==> src/ssf_pkg.sv <==
// constants for the serial status flag block
package ssf_pkg;
  // ****************************************************
  // register byte offsets on the control bus
  // ****************************************************
  localparam logic [7:0] A_CTRL = 8'he4;
  localparam logic [7:0] A_STAT = 8'he8;
  localparam logic [7:0] A_DATA = 8'hec;
  localparam logic [7:0] A_IRQ_ST = 8'hf0;
  localparam logic [7:0] A_IRQ_MASK = 8'hf4;
  // ****************************************************
  // field positions
  // ****************************************************
  localparam int B_DONE = 'h7;
  localparam int B_WRITE_COLLISION_FLAG = 'h6;
  localparam int B_MODE_FAULT_FLAG = 'h5;
  localparam int B_TXE = 'h4;
  localparam int B_SELECT_IGNORE = 'h2;
  localparam int B_SLAVE_OUT_DISABLE = 'h1;
  localparam int B_ENH = 'h0;
  localparam int B_ESP = 'h7;
  localparam int B_EN = 'h6;
  localparam int B_MASTER_SELECT = 'h4;
  localparam int I_DONE = 'h0;
  localparam int I_MODE_FAULT_FLAG = 'h1;
  localparam int I_TXE = 'h2;
  // ****************************************************
  // reset values, responses and timing
  // ****************************************************
  localparam logic [7:0] STAT_RESET = 8'h00;
  localparam logic [7:0] CTRL_RESET = 8'h00;
  localparam logic [2:0] MASK_RESET = 3'h0;
  localparam logic [1:0] RESP_OKAY = 2'h0;
  localparam logic [1:0] RESP_SLVERR = 2'h2;
  localparam int CLK_HZ = 'd20_000_000;
  localparam int SCK_DIV = 'h4;
  localparam logic [1:0] SCK_HALF = 2'(SCK_DIV / 2 - 1);
  localparam logic [2:0] LAST_BIT = 3'h7;
endpackage

==> src/ssf_sync.sv <==
// two-stage synchroniser for pin inputs
`timescale 1ns/1ps
module ssf_sync #(
  parameter int W = 4
) (
  input wire logic aclk, // system clock
  input wire logic aresetn, // sync reset, active low
  input wire logic ce, // clock enable
  input wire logic [W-1:0] din, // asynchronous inputs
  output logic [W-1:0] dout // synchronised copy
);
  typedef struct packed {
    logic [W-1:0] s1;
    logic [W-1:0] s2;
  } ssf_sync_s;
  ssf_sync_s r;
  ssf_sync_s next_r;
  // first stage feeds only the second stage
  always_comb begin
    next_r = r;
    next_r.s1 = din;
    next_r.s2 = r.s1;
  end
  always_ff @(posedge aclk) begin
    if (!aresetn) begin
      r <= '0;
    end else if (ce) begin
      r <= next_r;
    end
  end
  assign dout = r.s2;
endmodule

==> src/ssf_axil.sv <==
// axi4-lite slave front end for the serial status block
`timescale 1ns/1ps
module ssf_axil (
  input wire logic aclk, // system clock
  input wire logic aresetn, // sync reset, active low
  input wire logic ce, // clock enable
  input wire logic awvalid, // write address valid
  output logic awready, // write address ready
  input wire logic [7:0] awaddr, // write address
  input wire logic wvalid, // write data valid
  output logic wready, // write data ready
  input wire logic [31:0] wdata, // write data
  input wire logic [3:0] wstrb, // byte enables
  output logic bvalid, // write response valid
  input wire logic bready, // write response ready
  output logic [1:0] bresp, // write response
  input wire logic arvalid, // read address valid
  output logic arready, // read address ready
  input wire logic [7:0] araddr, // read address
  output logic rvalid, // read data valid
  input wire logic rready, // read data ready
  output logic [31:0] rdata, // read data
  output logic [1:0] rresp, // read response
  output logic wr_stb, // register write pulse
  output logic [7:0] wr_addr, // register write address
  output logic [7:0] wr_data, // register write byte
  output logic wr_be, // low byte enabled
  input wire logic wr_err, // write address unmapped
  output logic rd_stb, // register read pulse
  output logic [7:0] rd_addr, // register read address
  input wire logic [31:0] rd_word, // register read value
  input wire logic rd_err // read address unmapped
);
  typedef struct packed {
    logic aw_have;
    logic w_have;
    logic [7:0] awa;
    logic [7:0] wd;
    logic wbe;
    logic awrdy;
    logic wrdy;
    logic arrdy;
    logic bv;
    logic [1:0] br;
    logic rv;
    logic [31:0] rd;
    logic [1:0] rr;
  } ssf_axil_s;
  ssf_axil_s r;
  ssf_axil_s next_r;
  // write strobe fires once both halves are held
  assign wr_stb = ce & r.aw_have & r.w_have;
  assign wr_addr = r.awa;
  assign wr_data = r.wd;
  assign wr_be = r.wbe;
  assign rd_stb = ce & arvalid & r.arrdy;
  assign rd_addr = araddr;
  // channel handshakes, address and data in either order
  always_comb begin
    next_r = r;
    if (awvalid && r.awrdy) begin
      next_r.aw_have = 1'b1;
      next_r.awa = awaddr;
    end
    if (wvalid && r.wrdy) begin
      next_r.w_have = 1'b1;
      next_r.wd = wdata[7:0];
      next_r.wbe = wstrb[0];
    end
    if (bready && r.bv) begin
      next_r.bv = 1'b0;
    end
    if (r.aw_have && r.w_have) begin
      next_r.aw_have = 1'b0;
      next_r.w_have = 1'b0;
      next_r.bv = 1'b1;
      next_r.br = wr_err ? ssf_pkg::RESP_SLVERR : ssf_pkg::RESP_OKAY;
    end
    if (rready && r.rv) begin
      next_r.rv = 1'b0;
    end
    if (arvalid && r.arrdy) begin
      next_r.rv = 1'b1;
      next_r.rd = rd_word;
      next_r.rr = rd_err ? ssf_pkg::RESP_SLVERR : ssf_pkg::RESP_OKAY;
    end
    // one write and one read under way at most
    next_r.awrdy = ~next_r.aw_have & ~next_r.bv & ~r.aw_have;
    next_r.wrdy = ~next_r.w_have & ~next_r.bv & ~r.w_have;
    next_r.arrdy = ~next_r.rv;
  end
  always_ff @(posedge aclk) begin
    if (!aresetn) begin
      r <= '0;
      r.awrdy <= 1'b1;
      r.wrdy <= 1'b1;
      r.arrdy <= 1'b1;
    end else if (ce) begin
      r <= next_r;
    end
  end
  assign awready = r.awrdy;
  assign wready = r.wrdy;
  assign arready = r.arrdy;
  assign bvalid = r.bv;
  assign bresp = r.br;
  assign rvalid = r.rv;
  assign rdata = r.rd;
  assign rresp = r.rr;
endmodule

==> src/ssf_spi_status.sv <==
// serial unit with status flags, interrupt and mode 0 shifter
//
// Register access over AXI4-Lite was left to the implementer.
`timescale 1ns/1ps
// Summary of operation
// - transfer end sets done, interrupts if enabled
// - done clears by write or status-data sequence
// - write while buffer full flags collision only
// - collision clears by write or status-data sequence
// - master with select low sets mode fault
// - mode fault clears only by software write
// - buffer-to-shifter move sets tx empty flag
// - tx empty interrupts only with both enables
// - slave active only while select low
// - select ignore disregards select, no mode fault
// - slave output disable tristates miso
// - data write loads buffer, master starts
// - data read returns last byte, overwritten
module ssf_spi_status (
  input wire logic aclk, // system clock, 20 MHz
  input wire logic aresetn, // sync reset, active low
  input wire logic ce, // clock enable, freezes all
  input wire logic awvalid, // write address valid
  output logic awready, // write address ready
  input wire logic [7:0] awaddr, // write address
  input wire logic wvalid, // write data valid
  output logic wready, // write data ready
  input wire logic [31:0] wdata, // write data
  input wire logic [3:0] wstrb, // byte enables
  output logic bvalid, // write response valid
  input wire logic bready, // write response ready
  output logic [1:0] bresp, // write response
  input wire logic arvalid, // read address valid
  output logic arready, // read address ready
  input wire logic [7:0] araddr, // read address
  output logic rvalid, // read data valid
  input wire logic rready, // read data ready
  output logic [31:0] rdata, // read data
  output logic [1:0] rresp, // read response
  input wire logic sck_in, // serial clock pin in
  output logic sck_out, // serial clock pin out
  output logic sck_oe, // serial clock drive enable
  input wire logic mosi_in, // master-out pin in
  output logic mosi_out, // master-out pin out
  output logic mosi_oe, // master-out drive enable
  input wire logic miso_in, // master-in pin in
  output logic miso_out, // master-in pin out
  output logic miso_oe, // master-in drive enable
  input wire logic ss_n_in, // slave select pin, low
  output logic irq // level interrupt
);
  // ****************************************************
  // state
  // ****************************************************
  typedef struct packed {
    logic en;
    logic master_select;
    logic serial_irq_enable;
    logic done;
    logic write_collision_flag;
    logic mode_fault_flag;
    logic tx_empty_flag;
    logic select_ignore;
    logic slave_out_disable;
    logic tx_empty_irq_enable;
    logic armed;
    logic [7:0] txbuf;
    logic txfull;
    logic [7:0] shreg;
    logic [7:0] rxbuf;
    logic samp;
    logic [2:0] bits;
    logic busy;
    logic [1:0] div;
    logic sck;
    logic sck_prev;
    logic [2:0] pend;
    logic [2:0] mask;
    logic irq;
    logic mosi;
    logic miso;
    logic miso_oe;
    logic sck_oe;
  } ssf_core_s;
  ssf_core_s r;
  ssf_core_s next_r;
  logic [3:0] pins_s;
  logic ss_s;
  logic sck_s;
  logic mosi_s;
  logic miso_s;
  logic wr_stb;
  logic [7:0] wr_addr;
  logic [7:0] wr_data;
  logic wr_be;
  logic rd_stb;
  logic [7:0] rd_addr;
  logic [31:0] rd_word;
  logic ctl_wr;
  logic st_wr;
  logic dat_wr;
  logic msk_wr;
  logic st_rd;
  logic dat_rd;
  logic ist_rd;
  logic dat_acc;
  logic slave_on;
  logic rise_e;
  logic fall_e;
  logic xfer_end;
  logic mfault;
  logic [7:0] rxin;
  // ****************************************************
  // address decode and read mux
  // ****************************************************
  function automatic logic reg_hit(input logic [7:0] a);
    reg_hit = (a == ssf_pkg::A_CTRL) || (a == ssf_pkg::A_STAT) ||
      (a == ssf_pkg::A_DATA) || (a == ssf_pkg::A_IRQ_ST) ||
      (a == ssf_pkg::A_IRQ_MASK);
  endfunction
  function automatic logic [7:0] rd_mux(input logic [7:0] a);
    rd_mux = 8'h00;
    if (a == ssf_pkg::A_CTRL) begin
      rd_mux[ssf_pkg::B_ESP] = r.serial_irq_enable;
      rd_mux[ssf_pkg::B_EN] = r.en;
      rd_mux[ssf_pkg::B_MASTER_SELECT] = r.master_select;
    end else if (a == ssf_pkg::A_STAT) begin
      rd_mux[ssf_pkg::B_DONE] = r.done;
      rd_mux[ssf_pkg::B_WRITE_COLLISION_FLAG] = r.write_collision_flag;
      rd_mux[ssf_pkg::B_MODE_FAULT_FLAG] = r.mode_fault_flag;
      rd_mux[ssf_pkg::B_TXE] = r.tx_empty_flag;
      rd_mux[ssf_pkg::B_SELECT_IGNORE] = r.select_ignore;
      rd_mux[ssf_pkg::B_SLAVE_OUT_DISABLE] = r.slave_out_disable;
      rd_mux[ssf_pkg::B_ENH] = r.tx_empty_irq_enable;
    end else if (a == ssf_pkg::A_DATA) begin
      rd_mux = r.rxbuf;
    end else if (a == ssf_pkg::A_IRQ_ST) begin
      rd_mux = {5'h00, r.pend};
    end else if (a == ssf_pkg::A_IRQ_MASK) begin
      rd_mux = {5'h00, r.mask};
    end
  endfunction
  // ****************************************************
  // bus slave and pin synchronisers
  // ****************************************************
  ssf_axil u_bus (
    .aclk(aclk),
    .aresetn(aresetn),
    .ce(ce),
    .awvalid(awvalid),
    .awready(awready),
    .awaddr(awaddr),
    .wvalid(wvalid),
    .wready(wready),
    .wdata(wdata),
    .wstrb(wstrb),
    .bvalid(bvalid),
    .bready(bready),
    .bresp(bresp),
    .arvalid(arvalid),
    .arready(arready),
    .araddr(araddr),
    .rvalid(rvalid),
    .rready(rready),
    .rdata(rdata),
    .rresp(rresp),
    .wr_stb(wr_stb),
    .wr_addr(wr_addr),
    .wr_data(wr_data),
    .wr_be(wr_be),
    .wr_err(~reg_hit(wr_addr)),
    .rd_stb(rd_stb),
    .rd_addr(rd_addr),
    .rd_word(rd_word),
    .rd_err(~reg_hit(rd_addr))
  );
  ssf_sync #(.W(4)) u_sync (
    .aclk(aclk),
    .aresetn(aresetn),
    .ce(ce),
    .din({ss_n_in, sck_in, mosi_in, miso_in}),
    .dout(pins_s)
  );
  assign {ss_s, sck_s, mosi_s, miso_s} = pins_s;
  assign rd_word = {24'h000000, rd_mux(rd_addr)};
  // register access strobes; a disabled low byte ignores the write
  assign ctl_wr = wr_stb & wr_be & (wr_addr == ssf_pkg::A_CTRL);
  assign st_wr = wr_stb & wr_be & (wr_addr == ssf_pkg::A_STAT);
  assign dat_wr = wr_stb & wr_be & (wr_addr == ssf_pkg::A_DATA);
  assign msk_wr = wr_stb & wr_be & (wr_addr == ssf_pkg::A_IRQ_MASK);
  assign st_rd = rd_stb & (rd_addr == ssf_pkg::A_STAT);
  assign dat_rd = rd_stb & (rd_addr == ssf_pkg::A_DATA);
  assign ist_rd = rd_stb & (rd_addr == ssf_pkg::A_IRQ_ST);
  assign dat_acc = dat_wr | dat_rd;
  // slave takes part only when selected or select ignored
  assign slave_on = r.en & ~r.master_select & (r.select_ignore | ~ss_s);
  assign rxin = {r.shreg[6:0], r.master_select ? miso_s : r.samp};
  // ****************************************************
  // next state: clears first, then hardware sets win
  // ****************************************************
  always_comb begin
    next_r = r;
    rise_e = 1'b0;
    fall_e = 1'b0;
    xfer_end = 1'b0;
    mfault = 1'b0;
    next_r.sck_prev = sck_s;
    if (ctl_wr) begin
      next_r.serial_irq_enable = wr_data[ssf_pkg::B_ESP];
      next_r.en = wr_data[ssf_pkg::B_EN];
      next_r.master_select = wr_data[ssf_pkg::B_MASTER_SELECT];
    end
    // flags clear on writing a one
    if (st_wr) begin
      if (wr_data[ssf_pkg::B_DONE]) begin
        next_r.done = 1'b0;
      end
      if (wr_data[ssf_pkg::B_WRITE_COLLISION_FLAG]) begin
        next_r.write_collision_flag = 1'b0;
      end
      if (wr_data[ssf_pkg::B_MODE_FAULT_FLAG]) begin
        next_r.mode_fault_flag = 1'b0;
      end
      if (wr_data[ssf_pkg::B_TXE]) begin
        next_r.tx_empty_flag = 1'b0;
      end
      next_r.select_ignore = wr_data[ssf_pkg::B_SELECT_IGNORE];
      next_r.slave_out_disable = wr_data[ssf_pkg::B_SLAVE_OUT_DISABLE];
      next_r.tx_empty_irq_enable = wr_data[ssf_pkg::B_ENH];
    end
    if (msk_wr) begin
      next_r.mask = wr_data[2:0];
    end
    if (ist_rd) begin
      next_r.pend = 3'h0;
    end
    // status read arms the clear; the next data access fires it
    if (dat_acc && r.armed) begin
      next_r.done = 1'b0;
      next_r.write_collision_flag = 1'b0;
    end
    if (dat_acc) begin
      next_r.armed = 1'b0;
    end
    if (st_rd) begin
      next_r.armed = 1'b1;
    end
    // edge source: own divider as master, sampled pin as slave
    if (r.master_select && r.busy) begin
      next_r.div = r.div + 2'h1;
      if (r.div == ssf_pkg::SCK_HALF) begin
        next_r.div = 2'h0;
        next_r.sck = ~r.sck;
        rise_e = ~r.sck;
        fall_e = r.sck;
      end
    end else if (slave_on) begin
      rise_e = sck_s & ~r.sck_prev;
      fall_e = ~sck_s & r.sck_prev;
    end else if (!r.master_select) begin
      next_r.bits = 3'h0;
    end
    // slave preloads its shifter before the first edge
    if (slave_on && r.bits == 3'h0 && !r.sck_prev && r.txfull) begin
      next_r.shreg = r.txbuf;
      next_r.txfull = 1'b0;
      next_r.tx_empty_flag = 1'b1;
      next_r.pend[ssf_pkg::I_TXE] = 1'b1;
    end
    // mode 0; a master takes miso at the fall, sync lag eats half a bit
    if (rise_e) begin
      next_r.samp = r.master_select ? miso_s : mosi_s;
    end
    if (fall_e) begin
      next_r.shreg = rxin;
      next_r.bits = r.bits + 3'h1;
      xfer_end = (r.bits == ssf_pkg::LAST_BIT);
    end
    if (xfer_end) begin
      next_r.rxbuf = rxin;
      next_r.done = 1'b1;
      next_r.pend[ssf_pkg::I_DONE] = 1'b1;
      next_r.bits = 3'h0;
      if (r.txfull) begin
        next_r.shreg = r.txbuf;
        next_r.txfull = 1'b0;
        next_r.tx_empty_flag = 1'b1;
        next_r.pend[ssf_pkg::I_TXE] = 1'b1;
      end else begin
        next_r.busy = 1'b0; // slave echoes the received byte
      end
    end
    // collision on the select pin while master
    if (r.en && r.master_select && !r.select_ignore && !ss_s) begin
      mfault = 1'b1;
      next_r.mode_fault_flag = 1'b1;
      next_r.pend[ssf_pkg::I_MODE_FAULT_FLAG] = next_r.pend[ssf_pkg::I_MODE_FAULT_FLAG] | ~r.mode_fault_flag;
    end
    if (mfault || !r.en) begin
      next_r.busy = 1'b0;
      next_r.bits = 3'h0;
      next_r.sck = 1'b0;
      next_r.div = 2'h0;
    end
    // a write into a full buffer is dropped, shifter untouched
    if (dat_wr) begin
      if (next_r.txfull) begin
        next_r.write_collision_flag = 1'b1;
      end else if (r.en && r.master_select && !next_r.busy && !mfault) begin
        next_r.shreg = wr_data;
        next_r.tx_empty_flag = 1'b1;
        next_r.pend[ssf_pkg::I_TXE] = 1'b1;
        next_r.busy = 1'b1;
        next_r.bits = 3'h0;
        next_r.div = 2'h0;
      end else begin
        next_r.txbuf = wr_data;
        next_r.txfull = 1'b1;
      end
    end
    // registered pin drives and interrupt level
    next_r.mosi = next_r.shreg[7];
    next_r.miso = next_r.shreg[7];
    next_r.sck_oe = next_r.en & next_r.master_select;
    next_r.miso_oe = next_r.en & ~next_r.master_select & ~next_r.slave_out_disable &
      (next_r.select_ignore | ~ss_s);
    next_r.irq = next_r.serial_irq_enable & |(next_r.pend & next_r.mask &
      {next_r.tx_empty_irq_enable, 2'h3});
  end
  // ****************************************************
  // state register
  // ****************************************************
  always_ff @(posedge aclk) begin
    if (!aresetn) begin
      r <= '0;
      r.mask <= ssf_pkg::MASK_RESET;
    end else if (ce) begin
      r <= next_r;
    end
  end
  assign sck_out = r.sck;
  assign sck_oe = r.sck_oe;
  assign mosi_out = r.mosi;
  assign mosi_oe = r.sck_oe;
  assign miso_out = r.miso;
  assign miso_oe = r.miso_oe;
  assign irq = r.irq;
endmodule

==> config.mk <==
export PLATFORM = sky130hd
export DESIGN_NAME = ssf_spi_status
export DESIGN_NICKNAME = d
export VERILOG_FILES = /design/src/ssf_pkg.sv /design/src/ssf_sync.sv /design/src/ssf_axil.sv /design/src/ssf_spi_status.sv
export SDC_FILE = /design/constraint.sdc
export NUM_CORES = 1
export LEC_CHECK = 0
export BUFFER_PORTS_ARGS = -buffer_cell sky130_fd_sc_hd__buf_2
export CAP_MARGIN = 30
export CORE_MARGIN = 5
export CORE_UTILIZATION = 57
export DETAILED_ROUTE_END_ITERATION = 10
export PLACE_DENSITY = 0.81
export SLEW_MARGIN = 40
export SYNTH_ARGS = -nofsm -noshare
export SYNTH_HDL_FRONTEND = slang
export SYNTH_HIERARCHICAL = 1
export SYNTH_SLANG_ARGS = --single-unit
==> constraint.sdc <==
create_clock -name aclk -period 3.1 [get_ports aclk]
set_clock_uncertainty 0.2 [all_clocks]
set_input_delay 0.465 -clock aclk [delete_from_list [all_inputs] [get_ports aclk]]
set_output_delay 0.465 -clock aclk [all_outputs]
set_load 0.01 [all_outputs]
==> results of run 1 <==
## registers in the layout, summed over array words and instances (netlist names)
| register | flops |
|---|---|
| u_bus/arready | 1 |
| mosi_oe | 1 |
| u_bus/wready | 1 |
| miso_oe | 1 |
| u_sync/next_r | 4 |
| u_sync/dout | 4 |
| u_bus/r | 2 |
| r | 50 |
| u_bus/awready | 1 |
| sck_out | 1 |
| u_bus/wr_data | 8 |
| u_bus/rdata | 32 |
| u_bus/rresp | 1 |
| u_bus/bresp | 1 |
| irq | 1 |
| u_bus/bvalid | 1 |
| u_bus/wr_be | 1 |
| u_bus/wr_addr | 8 |
| u_bus/rvalid | 1 |
## worst max-delay path, cell delays in order (launching register included)
cell	delay (ns)
dfxtp_1	0.34
or3b_1	0.52
nor4_4	0.38
nand2_1	0.13
or4_4	0.64
a311oi_1	0.29
o31a_1	0.16
## how the worst max path moves through the flow
stage | slack (ns) | end | startpoint
final | 0.38 | irq | u_bus/wr_addr[6]
after global routing | 0.21 | irq | u_bus/wr_addr[6]
after global placement | 0.44 | r[13] | ce
after detailed placement | 0.37 | r[32] | ce
after CTS | 0.40 | irq | u_bus/wr_addr[1]
after floorplan | 0.63 | r[28] | u_bus/wr_addr[1]
## what timing repair did
action / in CTS / in global routing
buffers inserted: 0 / 0
hold buffers: 15 / 0
hold endpoints to repair: 15 / 0
## synth_stat cells (4+ instances only)
master / count / area share (%)
nand3_1: 26 / 2.1
a21oi_1: 43 / 3.4
a22oi_1: 4 / 0.47
dfxtp_1: 120 / 38
nor2_1: 28 / 1.7
o31a_1: 4 / 0.55
and3_1: 4 / 0.40
nor3_1: 16 / 1.3
nor4_1: 4 / 0.40
o21a_1: 6 / 0.71
nand2b_1: 7 / 0.69
inv_1: 12 / 0.71
buf_2: 8 / 0.63
o211ai_1: 12 / 1.4
buf_6: 4 / 0.71
o21ai_0: 31 / 2.5
o21ai_1: 5 / 0.40
buf_4: 65 / 7.7
nor2b_1: 18 / 1.8
mux2i_1: 80 / 13
nand2_1: 145 / 8.6
a31oi_1: 10 / 0.99
o22ai_1: 4 / 0.40
clkbuf_1: 28 / 1.7
## power by group through the flow
stage	logic [mW]	clock network, mW	registers, mW
floorplan	0.243	0	1.65
detailed placement	0.257	0	1.67
finish	0.274	2.03	1.64
global route	0.306	2.12	1.64
CTS	0.273	2.04	1.63
global placement	0.248	0	1.66
## placed cells by master (no fill, tap or decap), drive strengths merged, types with 3 or more instances in the layout
master       count
nand2          145
buf            100
and2             3
bufinv           4
ha               3
nor3            16
dlygate4sd3     15
and3             5
nor2b           18
clkinv           5
or2              3
o211ai          12
nand3           26
conb            26
nand4b           3
clkinvlp         3
o21a             6
dfxtp          120
o21ai           36
mux2i           80
o31a             4
clkbuf          20
a21boi           3
o311ai           3
nand2b           7
nor2            28
nor4             7
or4              3
a21oi           43
inv             13
o22ai            4
a31oi           10
mux2             3
a22oi            4
## cell families after synthesis
logic type	after synthesis	share of synthesized area, %
buffers and inverters	122	12.5
AOI/OAI and AO/OA	143	14.3
adders and majority gates	3	0.594
DFF	120	38.0
muxes	83	13.2
other	2	0.119
and+or+nand+nor	277	21.3
## metal layers
layer	part of all wire, %	wire [um]	global-route usage (%)	vias up
li1	-	-	-	2625
met1	42	6430	29.5	2546
met2	50	7600	39.1	185
met3	5.8	891	5.74	32
met4	2.4	367	8.29	0
met5	0	0	0	-
## metrics by stage
step,worst slack [ns],util [%],cells,instance area (um^2)
2_1_floorplan,0.629,-,774,6410
3_3_place_gp,0.438,59.0,905,6390
3_5_place_dp,0.372,59.0,905,6390
4_1_cts,0.398,66.0,952,7150
5_1_grt,0.206,66.0,952,7150
6_report,0.382,66.0,952,7150
## cell type report
| cell class | instances | area share [%] |
|---|---|---|
| multi-input cells | 532 | 45.0 |
| flip-flops and latches | 120 | 33.6 |
| repair buffers | 115 | 9.76 |
| clock buffers | 20 | 6.09 |
| clock inverters | 12 | 2.45 |
| well taps | 140 | 2.45 |
| inverters | 13 | 0.682 |
==> results.py, run 1 <==
metrics = {
    "clock_network": {
        "root_buffer": "clkbuf_8",
        "path_clk_slew_ns": 0.06,
        "cts_htree_levels": 4,
        "clk_latency_ns": 0.51,
        "cts.repair.resized": 0,
        "cts.sinks": 120,
        "clk_path_buf_depth": 2,
        "cts_inserted_buffers": 17,
        "cts_tree": "yes",
    },
    "power_and_ir_drop": {
        "p_comb_share_pct": 7.0,
        "power_density_nw_per_um2": 550,
        "p_total_mw": 3.94,
        "seqPwrFrac_pct": 41.6,
        "internal_power_mw": 3.03,
        "p_leak_nw": 2.91,
        "sw_frac_of_total_pct": 22.9,
        "power_frac_clock_pct": 51.5,
        "ir_worst_vdd_mv": 0.503,
        "p_switching_mw": 0.901,
    },
    "worst_setup_path": {
        "timing.rr.end": "irq",
        "crit_path_end_kind": "flip-flop",
        "r2r_cells": 6,
        "critPathMaxFanout": 12,
        "worstPathArrival_ns": 2.98,
        "path_class": "reg2reg",
        "crit_required_ns": 3.36,
        "r2r_start": "u_bus/wr_addr[6]",
        "worstSetupStartpointType": "flip-flop",
        "regToRegSetupSlack_ns": 0.38,
    },
    "drt": {
        "ant_nets": 0,
        "vias": 5388,
        "drc": 0,
        "firstDrtPassIters": 5,
        "via_per_inst": 5.66,
        "drt_iter0_markers": 458,
        "wl_um": 15300,
        "wl_per_cell_um": 16.1,
    },
    "finish": {
        "nNetsFinal": 866,
        "nFillCells": 871,
        "drive_gt1_share_pct": 18.5,
        "multi_input_area_um2": 3220,
        "n_antenna_cell": 0,
        "regArea_um2": 2400,
        "syn_to_final_growth_pct": 13.2,
    },
    "sta": {
        "setup_tns_ns": 0,
        "setup_viol": 0,
        "report.final.slew_viol_count": 0,
        "max_slew_margin_pct": 45.7,
        "whs_ns": 0.0235,
        "min_period_ns": 2.72,
        "hold_viol": 0,
        "fmax_mhz": 368,
        "fin_crit_sh_pct": 87.7,
        "max_slew.worst_pin.slew_ns": 0.809,
        "rsz0062_at_grt": "no",
    },
    "floorplan": {
        "core-area_um2": 10800,
        "start_util_pct": 58.3,
        "chipWidth_um": 115,
        "io_pins": 112,
        "die_h_um": 115,
        "placementRows": 38,
        "dieArea_um2": 13300,
    },
    "placed_design": {
        "gp_congestion": 0.903,
        "dpl.hpwl_um": 10400,
        "portBuffers": 82,
    },
    "run": {
        "cap_viol_max_count": 0,
    },
    "synthesis": {
        "synth.distinct_cells": 65,
        "ys.flop_type": "dfxtp_1",
        "syn_area_per_cell_um2": 8.43,
        "syn_inst": 750,
        "yosysSeqAreaShare_pct": 38.0,
        "syn_area_um2": 6320,
        "synthArstFlopShare_pct": 0,
        "ys.warnings.count": 6,
        "synth_seq_cells": 120,
        "synth_edf_count": 0,
    },
    "outcome": {
        "status": "completed",
    },
    "min_path": {
        "min_to": "u_bus/wr_data[1]",
        "holdCritStartpoint": "wdata[1]",
        "hp-class": "in2reg",
        "hold_depth": 3,
    },
    "global_route": {
        "grt_use_total_pct": 23.4,
        "overflow": 0,
        "antenna_found_initial": 0,
        "grt_pass1_wl_um": 25000,
        "grt_max_degree": 74,
        "grt_pass1_vias": 5181,
    },
}
(Power assumes the default switching activity.)
==> inputs of run 2 (changes only) <==
BUFFER_PORTS_ARGS = unset   (was -buffer_cell sky130_fd_sc_hd__buf_2)
CORE_MARGIN = 2   (was 5)
CORE_UTILIZATION = 65   (was 57)
DONT_BUFFER_PORTS = 1   (was unset)
==> run 2 against run 1 <==
Clock power is 4% lower. Largest cell class unchanged. Die area is 21% lower. Highest routed layer unchanged. Sequential share of layout area is 1.5 points higher. First-iteration DRC count is 9.4% higher. Global-route usage is 7.9 points higher.
==> results.py, run 2 (same netlist as run 1, synthesis figures left out) <==
metrics = {
    "outcome": {
        "status": "completed",
    },
    "drt": {
        "via_per_inst": 6.11,
        "firstDrtPassIters": 5,
        "drc": 0,
        "vias": 5304,
        "drt_iter0_markers": 501,
        "wl_per_cell_um": 18.6,
        "ant_nets": 0,
        "wl_um": 16200,
    },
    "finish": {
        "nNetsFinal": 793,
        "syn_to_final_growth_pct": 8.35,
        "final_common_cell": "nand2_1",
        "finish.instance_area_um2": 6850,
        "utilization_pct": 73.4,
        "largest_reg_flops": 50,
        "final_cell_mix": "nand2_1, dfxtp_1, mux2i_1, a21oi_1, o21ai_0",
        "regMostFlops": "r",
        "n_antenna_cell": 0,
        "drive_gt1_share_pct": 8.53,
        "instances_no_fill": 868,
    },
    "clock_network": {
        "clk_latency_ns": 0.53,
        "postCtsSetupBuffers": 0,
        "clk_path_buf_depth": 2,
        "root_buffer": "clkbuf_8",
        "cts.sinks": 120,
        "path_clk_slew_ns": 0.06,
        "cts_tree": "yes",
        "cts_htree_levels": 4,
        "cts_inserted_buffers": 17,
    },
    "power_and_ir_drop": {
        "power_density_nw_per_um2": 559,
        "p_total_mw": 3.83,
        "p_leak_nw": 2.56,
        "ir_worst_vdd_mv": 0.310,
    },
    "worst_setup_path": {
        "worstSetupStartpointType": "flip-flop",
        "path_class": "reg2reg",
        "crit_required_ns": 3.37,
        "worstPathArrival_ns": 3.24,
        "crit_path_end_kind": "flip-flop",
        "regToRegSetupSlack_ns": 0.14,
        "critPathMaxFanout": 12,
    },
    "sta": {
        "max_slew.worst_pin.slew_ns": 0.722,
        "fin_crit_sh_pct": 95.5,
        "rsz0062_at_grt": "no",
        "max_slew_margin_pct": 51.5,
        "whs_ns": 0.00825,
        "report.final.slew_viol_count": 0,
        "setup_tns_ns": 0,
        "finalWorstSetupSlack_ns": 0.139,
        "min_period_ns": 2.96,
        "fmax_mhz": 338,
        "hold_viol": 0,
        "setup_viol": 0,
    },
    "placed_design": {
        "placed_cell_area_um2": 5910,
        "portBuffers": 0,
        "gp_congestion": 0.939,
        "dp_cells": 805,
        "dpl.hpwl_um": 9810,
        "pre_cts_slack_ns": 0.446,
    },
    "floorplan": {
        "dieArea_um2": 10500,
        "start_util_pct": 67.8,
        "chipWidth_um": 103,
        "placementRows": 35,
        "die_h_um": 103,
        "core-area_um2": 9330,
        "io_pins": 112,
    },
    "run": {
        "cap_viol_max_count": 0,
    },
    "global_route": {
        "grt_pass1_wl_um": 25600,
        "grt_pass1_vias": 5199,
        "grt_max_degree": 108,
        "grt_use_total_pct": 31.4,
        "antenna_found_initial": 0,
        "overflow": 0,
    },
    "min_path": {
        "hp-class": "in2reg",
    },
}
## run 2: final cells by class
cell class	instances	area (um^2)
Clock inverter	12	140
Timing Repair Buffer	42	420
Sequential cell	120	2400
Multi-Input combinational cell	532	3230
Tap cell	129	161
Fill cell	709	2480
Inverter	13	48.8
Clock buffer	20	445
## run 2: worst paths after layout
kind	startpoint	end	cells past startpoint
worst max-delay path	r[48]	r[15]	8
worst min-delay path	ce	irq	2
worst max register to register	r[48]	r[15]	8
worst min register to register	r[14]	r[14]	2
## run 2: worst max-delay path, stage by stage, from the launching register on
cell and delay (ns):
dfxtp_1 0.49, nor2b_1 0.19, nor4_2 0.43, a21oi_1 0.29, nor4b_2 0.33, buf_4 0.24, nor2_1 0.06, a21oi_1 0.15
dlygate4sd3_1 0.54
## run 2: what timing repair did
item | in CTS | in global routing
hold buffers | 31 | 0
resized for setup | 0 | 0
endpoints found under the hold margin | 98 | 0
## run 2: report_power, final
group          switching (mW)  internal (mW)
Clock                   0.756           1.20
Combinational           0.120          0.103
Sequential             0.0632           1.59
Total                   0.939           2.89
## run 2: per-layer routing
| metal | vias to the layer above | wire (um) | GRT usage (%) | part of all wire (%) |
|---|---|---|---|---|
| li1 | 2482 | - | - | - |
| met1 | 2520 | 6250 | 37.5 | 39 |
| met2 | 247 | 8010 | 53.0 | 50 |
| met3 | 55 | 1370 | 7.66 | 8.5 |
| met4 | 0 | 528 | 14.9 | 3.3 |
| met5 | - | 0 | 0 | 0 |
